--- src/pwc_regs.svh ---
// Command codes, status words, field values and timing figures of the password handler.
`ifndef PWC_REGS_SVH
`define PWC_REGS_SVH

// Class and instruction bytes that this handler answers.
`define PWC_CLA_ISO         8'h00
`define PWC_INS_VERIFY      8'h20
`define PWC_INS_CHANGE      8'h24
`define PWC_INS_DISABLE     8'h26
`define PWC_INS_ENABLE      8'h28

// Parameter-byte values that pick the read or the write password.
`define PWC_PW_READ         16'h0001
`define PWC_PW_WRITE        16'h0002
`define PWC_SEL5_READ       5'h01
`define PWC_SEL5_WRITE      5'h02

// Length-byte values.
`define PWC_LC_NONE         8'h00
`define PWC_LC_PW           8'h10

// Status words returned to the host.
`define PWC_SW_OK           16'h9000
`define PWC_SW_UPD_FAIL     16'h6581
`define PWC_SW_PW_REQ       16'h6300
`define PWC_SW_RETRY_BASE   16'h63C0
`define PWC_SW_BAD_STRUCT   16'h6981
`define PWC_SW_SECURITY     16'h6982
`define PWC_SW_COND_USE     16'h6984
`define PWC_SW_BAD_DATA     16'h6A80
`define PWC_SW_NOT_FOUND    16'h6A82
`define PWC_SW_BAD_P1P2     16'h6A86

// Verification attempts allowed in one session.
`define PWC_RETRIES         2'h3

// Kinds of non-volatile write.
`define PWC_NVM_RDPW        2'h0
`define PWC_NVM_WRPW        2'h1
`define PWC_NVM_RIGHTS      2'h2

// Timing: clock rate and response times of the access-right updates.
`define PWC_CLK_MHZ         50
`define PWC_ENABLE_TIME_US  5000
`define PWC_DISABLE_TIME_US 6000
`define PWC_MIN_WAIT        20'h0_0001

`endif

--- src/pwc_pkg.sv ---
// Types shared by the password handler files.
package pwc_pkg;

	// Which file the session has selected.
	typedef enum logic [1:0] {PWC_FILE_NONE, PWC_FILE_CC, PWC_FILE_NDEF, PWC_FILE_SYS} pwc_file_type;

	// Sequencer states of the handler.
	typedef enum logic [1:0] {PWC_ST_IDLE, PWC_ST_NVM, PWC_ST_HOLD} pwc_state_type;

endpackage

--- src/pwc_delay_timer.sv ---
`timescale 1ns/1ps
`default_nettype none

// Down-counter that raises expired a loaded number of edges after start.
module pwc_delay_timer #(
	parameter int W = 20
) (
	// Clock and reset.
	input  wire logic         clk,
	input  wire logic         rst,
	// Control.
	input  wire logic         start,
	input  wire logic [W-1:0] loadVal,
	// Status.
	output logic              expired
);

	logic [W-1:0] count_ff;   // Cycles still to wait.
	logic         expired_ff; // Set once the wait has run out.

	// The count is loaded on start and runs down to zero.
	always_ff @(posedge clk)
	begin
		if (rst)
			count_ff <= '0;
		else if (start)
			count_ff <= loadVal;
		else if (count_ff != '0)
			count_ff <= count_ff - {{(W-1){1'b0}}, 1'b1};
	end

	// Expired rises at the edge where the count reaches zero; a load of one waits one edge.
	always_ff @(posedge clk)
	begin
		if (rst)
			expired_ff <= 1'b1;
		else if (start)
			expired_ff <= 1'b0;
		else
			expired_ff <= (count_ff <= {{(W-1){1'b0}}, 1'b1});
	end

	assign expired = expired_ff;

endmodule

`default_nettype wire

--- src/pwc_pw_access_cmd.sv ---
`timescale 1ns/1ps
`default_nettype none

`include "pwc_regs.svh"

module pwc_pw_access_cmd #(
	parameter int unsigned  ENABLE_CYCLES  = `PWC_ENABLE_TIME_US * `PWC_CLK_MHZ,
	parameter int unsigned  DISABLE_CYCLES = `PWC_DISABLE_TIME_US * `PWC_CLK_MHZ,
	parameter logic [127:0] INIT_READ_PW   = '0,
	parameter logic [127:0] INIT_WRITE_PW  = '0,
	parameter logic         INIT_READ_PROT = 1'b0,
	parameter logic         INIT_WRITE_PROT = 1'b0
) (
	// Clock and reset.
	input  wire logic                 clk,
	input  wire logic                 rst,
	// Session and file selection from the command front end.
	input  wire logic                 sessionStart,
	input  wire pwc_pkg::pwc_file_type fileSel,
	// Decoded command.
	input  wire logic                 cmdValid,
	input  wire logic [7:0]           cmdCla,
	input  wire logic [7:0]           cmdIns,
	input  wire logic [15:0]          cmdP1p2,
	input  wire logic [7:0]           cmdLc,
	input  wire logic [127:0]         cmdData,
	output logic                      cmdReady,
	// Response.
	output logic                      rspValid,
	output logic [15:0]               rspSw,
	// Non-volatile write port.
	output logic                      nvmReq,
	output logic [1:0]                nvmKind,
	output logic [127:0]              nvmData,
	output logic                      nvmReadProt,
	output logic                      nvmWriteProt,
	input  wire logic                 nvmDone,
	input  wire logic                 nvmFail,
	// Access state.
	output logic                      readProtected,
	output logic                      writeProtected,
	output logic                      readGranted,
	output logic                      writeGranted
);

	localparam logic [19:0] ENABLE_WAIT  = ENABLE_CYCLES[19:0];  // Enable response time in cycles.
	localparam logic [19:0] DISABLE_WAIT = DISABLE_CYCLES[19:0]; // Disable response time in cycles.

	pwc_pkg::pwc_state_type state_ff;     // Sequencer state.
	pwc_pkg::pwc_state_type nxt_state;    // Its next value.
	logic [127:0]           readPw_ff;    // Stored read password.
	logic [127:0]           writePw_ff;   // Stored write password.
	logic                   readProt_ff;  // Read access needs a password.
	logic                   writeProt_ff; // Write access needs a password.
	logic                   readGrant_ff; // Read password verified this session.
	logic                   writeGrant_ff; // Write password verified this session.
	logic [1:0]             retries_ff;   // Verification attempts left.
	logic                   cmdReady_ff;  // Handler can take a command.
	logic                   rspValid_ff;  // Response pulse.
	logic [15:0]            rspSw_ff;     // Response status word.
	logic                   nvmReq_ff;    // Write request pulse.
	logic [1:0]             nvmKind_ff;   // What the pending write holds.
	logic [127:0]           nvmData_ff;   // Password of the pending write.
	logic                   nvmRdProt_ff; // Read protection of the pending write.
	logic                   nvmWrProt_ff; // Write protection of the pending write.
	logic                   accept;       // A command of ours is taken this cycle.
	logic                   decRespond;   // Answer at once.
	logic [15:0]            decSw;        // Status of the immediate answer.
	logic                   decNvm;       // Start a non-volatile write.
	logic [1:0]             decKind;      // Kind of that write.
	logic                   decRdProt;    // Read protection to write.
	logic                   decWrProt;    // Write protection to write.
	logic [19:0]            decWait;      // Least wait before the answer.
	logic                   decGrantRd;   // Verify matched the read password.
	logic                   decGrantWr;   // Verify matched the write password.
	logic                   decMiss;      // Verify failed on a wrong password.
	logic [16:0]            gate;         // Common checks: fail flag and status.
	logic                   timerExpired; // Least response time has run out.

	// Checks shared by change, enable and disable: file, structure and security.
	// The status of a CC or system file differs per command, so it is passed in.
	function automatic logic [16:0] pwc_gate_check(input pwc_pkg::pwc_file_type f,
		input logic granted, input logic [15:0] ccSysSw);
		begin
			if (f == pwc_pkg::PWC_FILE_NONE)
				pwc_gate_check = {1'b1, `PWC_SW_NOT_FOUND};
			else if (f != pwc_pkg::PWC_FILE_NDEF)
				pwc_gate_check = {1'b1, ccSysSw};
			else if (!granted)
				pwc_gate_check = {1'b1, `PWC_SW_SECURITY};
			else
				pwc_gate_check = {1'b0, `PWC_SW_OK};
		end
	endfunction

	// Only our class and instructions are taken, and only while idle; anything else is
	// left to the other command handlers of the tag.
	assign accept = cmdValid && cmdReady_ff && (cmdCla == `PWC_CLA_ISO) &&
		((cmdIns == `PWC_INS_VERIFY) || (cmdIns == `PWC_INS_CHANGE) ||
		(cmdIns == `PWC_INS_ENABLE) || (cmdIns == `PWC_INS_DISABLE));

	// Command decode: decides the immediate answer or the write to start.
	always_comb
	begin
		decRespond = 1'b0;
		decSw      = `PWC_SW_OK;
		decNvm     = 1'b0;
		decKind    = `PWC_NVM_RDPW;
		decRdProt  = readProt_ff;
		decWrProt  = writeProt_ff;
		decWait    = `PWC_MIN_WAIT;
		decGrantRd = 1'b0;
		decGrantWr = 1'b0;
		decMiss    = 1'b0;
		gate       = {1'b0, `PWC_SW_OK};
		if (accept)
		begin
			decRespond = 1'b1;
			case (cmdIns)
				`PWC_INS_VERIFY:
				begin
					// Verify works on the NDEF file only.
					if (fileSel != pwc_pkg::PWC_FILE_NDEF)
						decSw = `PWC_SW_COND_USE;
					else if ((cmdP1p2 != `PWC_PW_READ) && (cmdP1p2 != `PWC_PW_WRITE))
						decSw = `PWC_SW_BAD_P1P2;
					else if (cmdLc == `PWC_LC_NONE)
					begin
						// Empty verify only asks whether a password is needed.
						if ((cmdP1p2 == `PWC_PW_READ) ? readProt_ff : writeProt_ff)
							decSw = `PWC_SW_PW_REQ;
					end
					else if (cmdLc != `PWC_LC_PW)
						decSw = `PWC_SW_BAD_DATA;
					else if (retries_ff == 2'h0)
						decSw = `PWC_SW_RETRY_BASE;
					else if (cmdData == ((cmdP1p2 == `PWC_PW_READ) ? readPw_ff : writePw_ff))
					begin
						decGrantRd = (cmdP1p2 == `PWC_PW_READ);
						decGrantWr = (cmdP1p2 == `PWC_PW_WRITE);
					end
					else
					begin
						decMiss = 1'b1;
						decSw   = `PWC_SW_RETRY_BASE | {14'h0000, retries_ff - 2'h1};
					end
				end
				`PWC_INS_CHANGE:
				begin
					gate = pwc_gate_check(fileSel, writeGrant_ff, `PWC_SW_BAD_STRUCT);
					if (gate[16])
						decSw = gate[15:0];
					else if ((cmdP1p2 != `PWC_PW_READ) && (cmdP1p2 != `PWC_PW_WRITE))
						decSw = `PWC_SW_BAD_P1P2;
					else if (cmdLc != `PWC_LC_PW)
						decSw = `PWC_SW_BAD_DATA;
					else
					begin
						// The whole data field becomes the new password.
						decRespond = 1'b0;
						decNvm     = 1'b1;
						decKind    = (cmdP1p2 == `PWC_PW_READ) ? `PWC_NVM_RDPW : `PWC_NVM_WRPW;
					end
				end
				`PWC_INS_ENABLE:
				begin
					gate = pwc_gate_check(fileSel, writeGrant_ff, `PWC_SW_BAD_STRUCT);
					if (gate[16])
						decSw = gate[15:0];
					else if (cmdLc != `PWC_LC_NONE)
						decSw = `PWC_SW_BAD_DATA;
					else if ((cmdP1p2[4:0] != `PWC_SEL5_READ) && (cmdP1p2[4:0] != `PWC_SEL5_WRITE))
						decSw = `PWC_SW_BAD_P1P2;
					else
					begin
						decRdProt = readProt_ff || (cmdP1p2[4:0] == `PWC_SEL5_READ);
						decWrProt = writeProt_ff || (cmdP1p2[4:0] == `PWC_SEL5_WRITE);
						// Already protected: nothing to write, answer at once.
						if ((decRdProt != readProt_ff) || (decWrProt != writeProt_ff))
						begin
							decRespond = 1'b0;
							decNvm     = 1'b1;
							decKind    = `PWC_NVM_RIGHTS;
							decWait    = ENABLE_WAIT;
						end
					end
				end
				`PWC_INS_DISABLE:
				begin
					gate = pwc_gate_check(fileSel, writeGrant_ff, `PWC_SW_BAD_DATA);
					if (gate[16])
						decSw = gate[15:0];
					else if ((cmdP1p2 != `PWC_PW_READ) && (cmdP1p2 != `PWC_PW_WRITE))
						decSw = `PWC_SW_BAD_P1P2;
					else if (cmdLc != `PWC_LC_NONE)
						decSw = `PWC_SW_BAD_DATA;
					else
					begin
						decRdProt = readProt_ff && (cmdP1p2 != `PWC_PW_READ);
						decWrProt = writeProt_ff && (cmdP1p2 != `PWC_PW_WRITE);
						if ((decRdProt != readProt_ff) || (decWrProt != writeProt_ff))
						begin
							decRespond = 1'b0;
							decNvm     = 1'b1;
							decKind    = `PWC_NVM_RIGHTS;
							decWait    = DISABLE_WAIT;
						end
					end
				end
				default:
				begin
					decRespond = 1'b0;
				end
			endcase
		end
	end

	// The least response time runs alongside the write itself.
	pwc_delay_timer #(
		.W       (20)
	) u_wait (
		.clk     (clk),
		.rst     (rst),
		.start   (decNvm),
		.loadVal (decWait),
		.expired (timerExpired)
	);

	// Sequencer: idle, waiting for the write, then holding until the response time is up.
	always_comb
	begin
		nxt_state = state_ff;
		case (state_ff)
			pwc_pkg::PWC_ST_IDLE:
			begin
				if (decNvm)
					nxt_state = pwc_pkg::PWC_ST_NVM;
			end
			pwc_pkg::PWC_ST_NVM:
			begin
				// A failed write answers at once; the response time only matters on success.
				if (nvmDone && nvmFail)
					nxt_state = pwc_pkg::PWC_ST_IDLE;
				else if (nvmDone)
					nxt_state = pwc_pkg::PWC_ST_HOLD;
			end
			pwc_pkg::PWC_ST_HOLD:
			begin
				if (timerExpired)
					nxt_state = pwc_pkg::PWC_ST_IDLE;
			end
			default:
			begin
				nxt_state = pwc_pkg::PWC_ST_IDLE;
			end
		endcase
	end

	// State register and command readiness; ready drops the cycle after a write starts.
	always_ff @(posedge clk)
	begin
		if (rst)
		begin
			state_ff    <= pwc_pkg::PWC_ST_IDLE;
			cmdReady_ff <= 1'b1;
		end
		else
		begin
			state_ff    <= nxt_state;
			cmdReady_ff <= (nxt_state == pwc_pkg::PWC_ST_IDLE);
		end
	end

	// Response pulse: immediate answers, write failures and completed updates.
	always_ff @(posedge clk)
	begin
		if (rst)
		begin
			rspValid_ff <= 1'b0;
			rspSw_ff    <= `PWC_SW_OK;
		end
		else if (decRespond)
		begin
			rspValid_ff <= 1'b1;
			rspSw_ff    <= decSw;
		end
		else if ((state_ff == pwc_pkg::PWC_ST_NVM) && nvmDone && nvmFail)
		begin
			rspValid_ff <= 1'b1;
			rspSw_ff    <= `PWC_SW_UPD_FAIL;
		end
		else if ((state_ff == pwc_pkg::PWC_ST_HOLD) && timerExpired)
		begin
			rspValid_ff <= 1'b1;
			rspSw_ff    <= `PWC_SW_OK;
		end
		else
			rspValid_ff <= 1'b0;
	end

	// Write request: the pending values stay on the port until the next write.
	always_ff @(posedge clk)
	begin
		if (rst)
		begin
			nvmReq_ff    <= 1'b0;
			nvmKind_ff   <= `PWC_NVM_RDPW;
			nvmData_ff   <= '0;
			nvmRdProt_ff <= INIT_READ_PROT;
			nvmWrProt_ff <= INIT_WRITE_PROT;
		end
		else
		begin
			nvmReq_ff <= decNvm;
			if (decNvm)
			begin
				nvmKind_ff   <= decKind;
				nvmData_ff   <= cmdData;
				nvmRdProt_ff <= decRdProt;
				nvmWrProt_ff <= decWrProt;
			end
		end
	end

	// Stored data changes only when the write reports success, so a failure keeps it.
	always_ff @(posedge clk)
	begin
		if (rst)
		begin
			readPw_ff    <= INIT_READ_PW;
			writePw_ff   <= INIT_WRITE_PW;
			readProt_ff  <= INIT_READ_PROT;
			writeProt_ff <= INIT_WRITE_PROT;
		end
		else if ((state_ff == pwc_pkg::PWC_ST_NVM) && nvmDone && !nvmFail)
		begin
			if (nvmKind_ff == `PWC_NVM_RDPW)
				readPw_ff <= nvmData_ff;
			else if (nvmKind_ff == `PWC_NVM_WRPW)
				writePw_ff <= nvmData_ff;
			else
			begin
				readProt_ff  <= nvmRdProt_ff;
				writeProt_ff <= nvmWrProt_ff;
			end
		end
	end

	// Session grants: a match in the same cycle as a new session still counts.
	always_ff @(posedge clk)
	begin
		if (rst)
		begin
			readGrant_ff  <= 1'b0;
			writeGrant_ff <= 1'b0;
		end
		else
		begin
			readGrant_ff  <= decGrantRd || (readGrant_ff && !sessionStart);
			writeGrant_ff <= decGrantWr || (writeGrant_ff && !sessionStart);
		end
	end

	// Attempt counter: refilled by each new session, one lost per wrong password.
	always_ff @(posedge clk)
	begin
		if (rst)
			retries_ff <= `PWC_RETRIES;
		else if (sessionStart)
			retries_ff <= `PWC_RETRIES;
		else if (decMiss)
			retries_ff <= retries_ff - 2'h1;
	end

	assign cmdReady       = cmdReady_ff;
	assign rspValid       = rspValid_ff;
	assign rspSw          = rspSw_ff;
	assign nvmReq         = nvmReq_ff;
	assign nvmKind        = nvmKind_ff;
	assign nvmData        = nvmData_ff;
	assign nvmReadProt    = nvmRdProt_ff;
	assign nvmWriteProt   = nvmWrProt_ff;
	assign readProtected  = readProt_ff;
	assign writeProtected = writeProt_ff;
	assign readGranted    = readGrant_ff;
	assign writeGranted   = writeGrant_ff;

endmodule

`default_nettype wire

--- config.mk ---
export PLATFORM = sky130hd
export DESIGN_NAME = pwc_pw_access_cmd
export DESIGN_NICKNAME = d
export VERILOG_FILES = /design/src/pwc_pkg.sv /design/src/pwc_delay_timer.sv /design/src/pwc_pw_access_cmd.sv
export VERILOG_INCLUDE_DIRS = /design/src
export SDC_FILE = /design/constraint.sdc
export NUM_CORES = 1
export LEC_CHECK = 0
export BUFFER_PORTS_ARGS = -buffer_cell sky130_fd_sc_hd__buf_2
export CORE_UTILIZATION = 40
export DETAILED_ROUTE_END_ITERATION = 7
export MAX_ROUTING_LAYER = met4
export PLACE_DENSITY_LB_ADDON = 0.1
export RECOVER_POWER = 100
export REMOVE_ABC_BUFFERS = 1
export SETUP_SLACK_MARGIN = 0.15
export SKIP_LAST_GASP = 1
export SLEW_MARGIN = 20
export SYNTH_ARGS = -nofsm -noshare
export SYNTH_HDL_FRONTEND = slang
export SYNTH_SLANG_ARGS = --single-unit
export TNS_END_PERCENT = 20
--- constraint.sdc ---
create_clock -name clk -period 2.4 [get_ports clk]
set_input_delay 0.24 -clock clk [delete_from_list [all_inputs] [get_ports clk]]
set_output_delay 0.24 -clock clk [all_outputs]
set_load 0.03 [all_outputs]
==> impl_metrics.py <==
metrics = {
    "worst_setup_path": {
        "worst_ep_arrival_time_ps": 3160,
        "worst_ep_required_time_ps": 2850,
        "startpoint_type_of_the_worst_setup_path": "register",
        "cp_max_fo": 8,
        "regToRegSetupSlack_ps": -320,
        "criticalPathCategory": "reg2reg",
        "crit_top_cell": "sky130_fd_sc_hd__nand4_1",
        "cpMaxStageDelayCell": "sky130_fd_sc_hd__or4_4",
        "critical_path.max_stage_delay_ps": 490,
        "timing.critical_path.cells": "xor2_1, nor4_2, nand4_1, or4_4, a211oi_2, buf_4, nand4_1, buf_6, nor3_4, o41ai_2",
        "crit_end_category": "register",
    },
    "timing": {
        "finalSetupViolations": 88,
        "hold_viol": 0,
        "worst_clock_skew_ps": 31.87,
        "timing.final.max_slew_violations": 0,
        "rsz0062_at_grt": "yes",
        "fin_tns_setup_ps": -7646,
        "postLayoutSetupSlackWorst_ps": -319.9,
        "max_slew_margin_pct": 14.42,
        "timing.final.crit_share_pct": 113.3,
        "worst-slew-pin-transition_ps": 1284,
        "hold_slack_ps": 25.49,
        "finalCriticalPeriod_ps": 2720,
        "max_clock_freq_mhz": 367.7,
    },
    "clock_tree": {
        "cts_tree": "built",
        "number_of_clock_buffers_inserted_by_tritoncts": 49,
        "htree_levels": 2,
        "clk_latency_ps": 620,
        "numClockSinks": 431,
        "cts_root_buf": "sky130_fd_sc_hd__clkbuf_16",
        "number_of_buffers_between_clock_root_and_the_deepest_sink": 3,
        "clk_transition_reported_paths_ps": 60,
    },
    "placement": {
        "place_worst_setup_slack_ps": -676.6,
        "placement.io_buffers": 327,
        "gpl.final_weighted_congestion": 0.9255,
        "post-place-cells": 3587,
        "detailedPlacementHpwl_um": 54240,
    },
    "global_route": {
        "grt_pass1_vias": 19060,
        "grt_max_degree": 129,
        "grt.overflow.total": 0,
        "grt.total_usage_pct": 30.59,
        "antenna_found_initial": 4,
        "first_pass_grt_wire_length_um": 113100,
    },
    "die": {
        "placeableCoreArea_um2": 47850,
        "design.portCount": 331,
        "die_h_um": 222.5,
        "die_w_um": 222.5,
        "initial_core_utilization_pct": 40.66,
        "design.die.area_um2": 49520,
        "cell_row_count": 80,
    },
    "synthesis": {
        "asyncSetResetFlopFracSynth_pct": 0,
        "synth.avg_cell_area_um2": 7.696,
        "synthesis_stage_register_bit_count": 431,
        "synth.yosys.warnings": 0,
        "seq_area_frac_synth_pct": 44.35,
        "post_synth_top_flop": "sky130_fd_sc_hd__dfxtp_1",
        "syn-instance-count": 2528,
        "synth-edff-count": 0,
        "post_synth_num_cell_types": 80,
        "post_synth_instance_area_um2": 19450,
    },
    "outcome": {
        "status": "complete, but fails checks",
        "failed_checks": "negative setup slack",
    },
    "route": {
        "first_iter_violations": 1841,
        "drtPass1Iterations": 6,
        "num_vias": 20070,
        "avgRoutedWirePerCell_um": 20.15,
        "detail_route.drc_violations": 0,
        "route.detailed.vias_per_inst": 5.332,
        "ant_nets": 0,
        "wl_um": 75880,
    },
    "pwr": {
        "intPower_w": 0.01262,
        "comb_power_share_pct": 12.2,
        "p_sw_w": 0.004398,
        "vdd_ir_drop_max_uv": 529.7,
        "switching_share_pct": 25.85,
        "clockPowerShare_pct": 44.2,
        "p_seq_share_pct": 43.6,
        "power-per-cell-area_nw_per_um2": 658.2,
        "leakage_nw": 9.561,
    },
    "layout": {
        "layout.cells.non_filler": 3765,
        "drive_above_1_share_pct": 17.99,
        "area_growth_pct": 32.89,
        "utilization_pct": 54.04,
        "fin_nets": 3289,
    },
    "worst_hold_path": {
        "class_of_the_worst_hold_path": "in2reg",
    },
    "job": {
        "max_cap_violations": 0,
    },
}
synthesized netlist by cell type, types with 6 or more instances:
| library cell | n | area [µm²] |
|---|---|---|
| sky130_fd_sc_hd__nor3_1 | 36 | 180.2 |
| sky130_fd_sc_hd__a21oi_1 | 410 | 2052 |
| sky130_fd_sc_hd__o21ai_0 | 22 | 110.1 |
| sky130_fd_sc_hd__clkbuf_1 | 109 | 409.1 |
| sky130_fd_sc_hd__a222oi_1 | 6 | 60.06 |
| sky130_fd_sc_hd__nand2b_1 | 32 | 200.2 |
| sky130_fd_sc_hd__xor2_1 | 81 | 709.4 |
| sky130_fd_sc_hd__buf_2 | 20 | 100.1 |
| sky130_fd_sc_hd__a221oi_1 | 6 | 52.55 |
| sky130_fd_sc_hd__a2111oi_0 | 16 | 140.1 |
| sky130_fd_sc_hd__inv_1 | 88 | 330.3 |
| sky130_fd_sc_hd__buf_6 | 14 | 157.7 |
| sky130_fd_sc_hd__nor4_1 | 40 | 250.2 |
| sky130_fd_sc_hd__nor2b_1 | 42 | 262.8 |
| sky130_fd_sc_hd__and3_1 | 7 | 43.79 |
| sky130_fd_sc_hd__dfxtp_1 | 431 | 8628 |
| sky130_fd_sc_hd__a22o_1 | 6 | 52.55 |
| sky130_fd_sc_hd__o22ai_1 | 24 | 150.1 |
| sky130_fd_sc_hd__nor2_1 | 37 | 138.9 |
| sky130_fd_sc_hd__nand2_1 | 815 | 3059 |
| sky130_fd_sc_hd__nand4_1 | 24 | 150.1 |
| sky130_fd_sc_hd__o2bb2ai_1 | 10 | 87.58 |
| sky130_fd_sc_hd__nor4b_1 | 6 | 52.55 |
| sky130_fd_sc_hd__or3_1 | 9 | 56.30 |
| sky130_fd_sc_hd__o221ai_1 | 10 | 87.58 |
| sky130_fd_sc_hd__xnor2_1 | 71 | 621.9 |
| sky130_fd_sc_hd__mux2i_1 | 12 | 120.1 |
| sky130_fd_sc_hd__nand3_1 | 19 | 95.09 |
| sky130_fd_sc_hd__a31oi_1 | 6 | 37.54 |
| sky130_fd_sc_hd__and2_1 | 10 | 62.56 |
| sky130_fd_sc_hd__or4_1 | 6 | 45.04 |
| sky130_fd_sc_hd__o2111ai_1 | 13 | 113.9 |
cell type report:
| type | count | area (µm²) |
|---|---|---|
| fillers | 4684 | 21990 |
| multi-input cells | 1862 | 9965 |
| flip-flops and latches | 431 | 8635 |
| repair buffers | 678 | 4542 |
| clock buffers | 78 | 1496 |
| well taps | 615 | 769.5 |
| inverters | 88 | 330.3 |
| clock inverters | 9 | 106.4 |
| diodes | 4 | 10.01 |
repair_timing:
item	CTS	global route
endpoints found under the setup margin	150	136
hold endpoints to repair	84	0
hold buffers	83	0
buffers inserted	2	1
cloned	1	0
pin swaps	13	5
resized for setup	30	18
layout by cell type, fill, tap and decap left out, drive strengths merged, types with 5 or more instances in the layout:
cell type	netlist	final
o21ai	23	23
mux2i	12	12
nor2b	42	42
o22ai	24	24
nor2	37	37
a222oi	6	6
dlygate4sd3	0	83
a31oi	6	6
nand4	26	26
nor3	39	39
a21oi	410	410
buf	41	436
o221ai	10	10
or3	9	9
and3	7	7
a2111oi	16	16
nand3	19	19
and2	11	12
nand2b	32	32
clkbuf	109	237
o2111ai	13	13
nor4b	8	8
or4	7	7
o211ai	5	5
xor2	81	81
nor4	44	44
xnor2	71	71
dfxtp	431	431
a221oi	6	6
inv	88	89
o2bb2ai	10	10
nand2	817	817
a22o	6	6
metrics by stage:
stage / power, W / area [µm²]
after floorplan: 0.008477 / 18750
after global placement: 0.009491 / 23480
after detailed placement: 0.009496 / 23480
after CTS: 0.01710 / 26050
after global routing: 0.01760 / 25850
final: 0.01702 / 25850
sequential cells by signal, indices dropped and copies added (netlist names):
name             cells
cmdReady             1
nvmData            128
nvmKind              2
nvmReadProt          1
nvmReq               1
nvmWriteProt         1
readGranted          1
readProtected        1
readPw_ff          128
retries_ff           2
rspSw               11
rspValid             1
state_ff             2
u_wait.count_ff     20
u_wait.expired       1
writeGranted         1
writeProtected       1
writePw_ff         128
layer usage:
metal  vias to the layer above  wire, µm  GRT usage, %
li1                       9688         -             -
met1                      9569     33540         40.12
met2                       691     34600         46.89
met3                       126      5387         5.700
met4                         0      2347         10.90
met5                         -         0             -
critical path, delay by kind of cell, from the launching register on:
family	cells	cell delay, ps
AO/OA/AOI/OAI	2	290
XOR/XNOR	1	150
buffers and inverters	2	330
flip-flops	1	320
AND/OR/NAND/NOR	5	1450
cells by family (layout without fill, tap and decap cells):
family | count (synthesis) | in the layout | synth area share, %
other | 1 | 7 | 0.01928
adders and majority gates | 3 | 3 | 0.1930
muxes | 14 | 14 | 0.7332
and+or+nand+nor | 1115 | 1116 | 25.42
AOI/OAI and AO/OA | 574 | 574 | 17.09
xor gates and xnor gates | 152 | 152 | 6.843
buffers and inverters | 238 | 853 | 5.357
DFF | 431 | 431 | 44.35
final timing paths:
check                               end  cells after the start                        from
max               rspSw[6]$_SDFFE_PP0P_                     10  readPw_ff[34]$_SDFFE_PP0P_
min            nvmData[34]$_SDFFE_PP0P_                      4                 cmdData[34]
max reg2reg       rspSw[6]$_SDFFE_PP0P_                     10  readPw_ff[34]$_SDFFE_PP0P_
min reg2reg  readPw_ff[70]$_SDFFE_PP0P_                      2  readPw_ff[70]$_SDFFE_PP0P_
power by group through the flow:
stage | sequential (W) | clock, W | combinational, W
after floorplan | 0.00755 | 0 | 0.000924
after global placement | 0.00757 | 0 | 0.00192
after detailed placement | 0.00757 | 0 | 0.00193
after CTS | 0.00741 | 0.00763 | 0.00205
after global routing | 0.00743 | 0.00790 | 0.00227
final | 0.00742 | 0.00752 | 0.00208
Note: power is estimated with default switching activity, not from simulation.
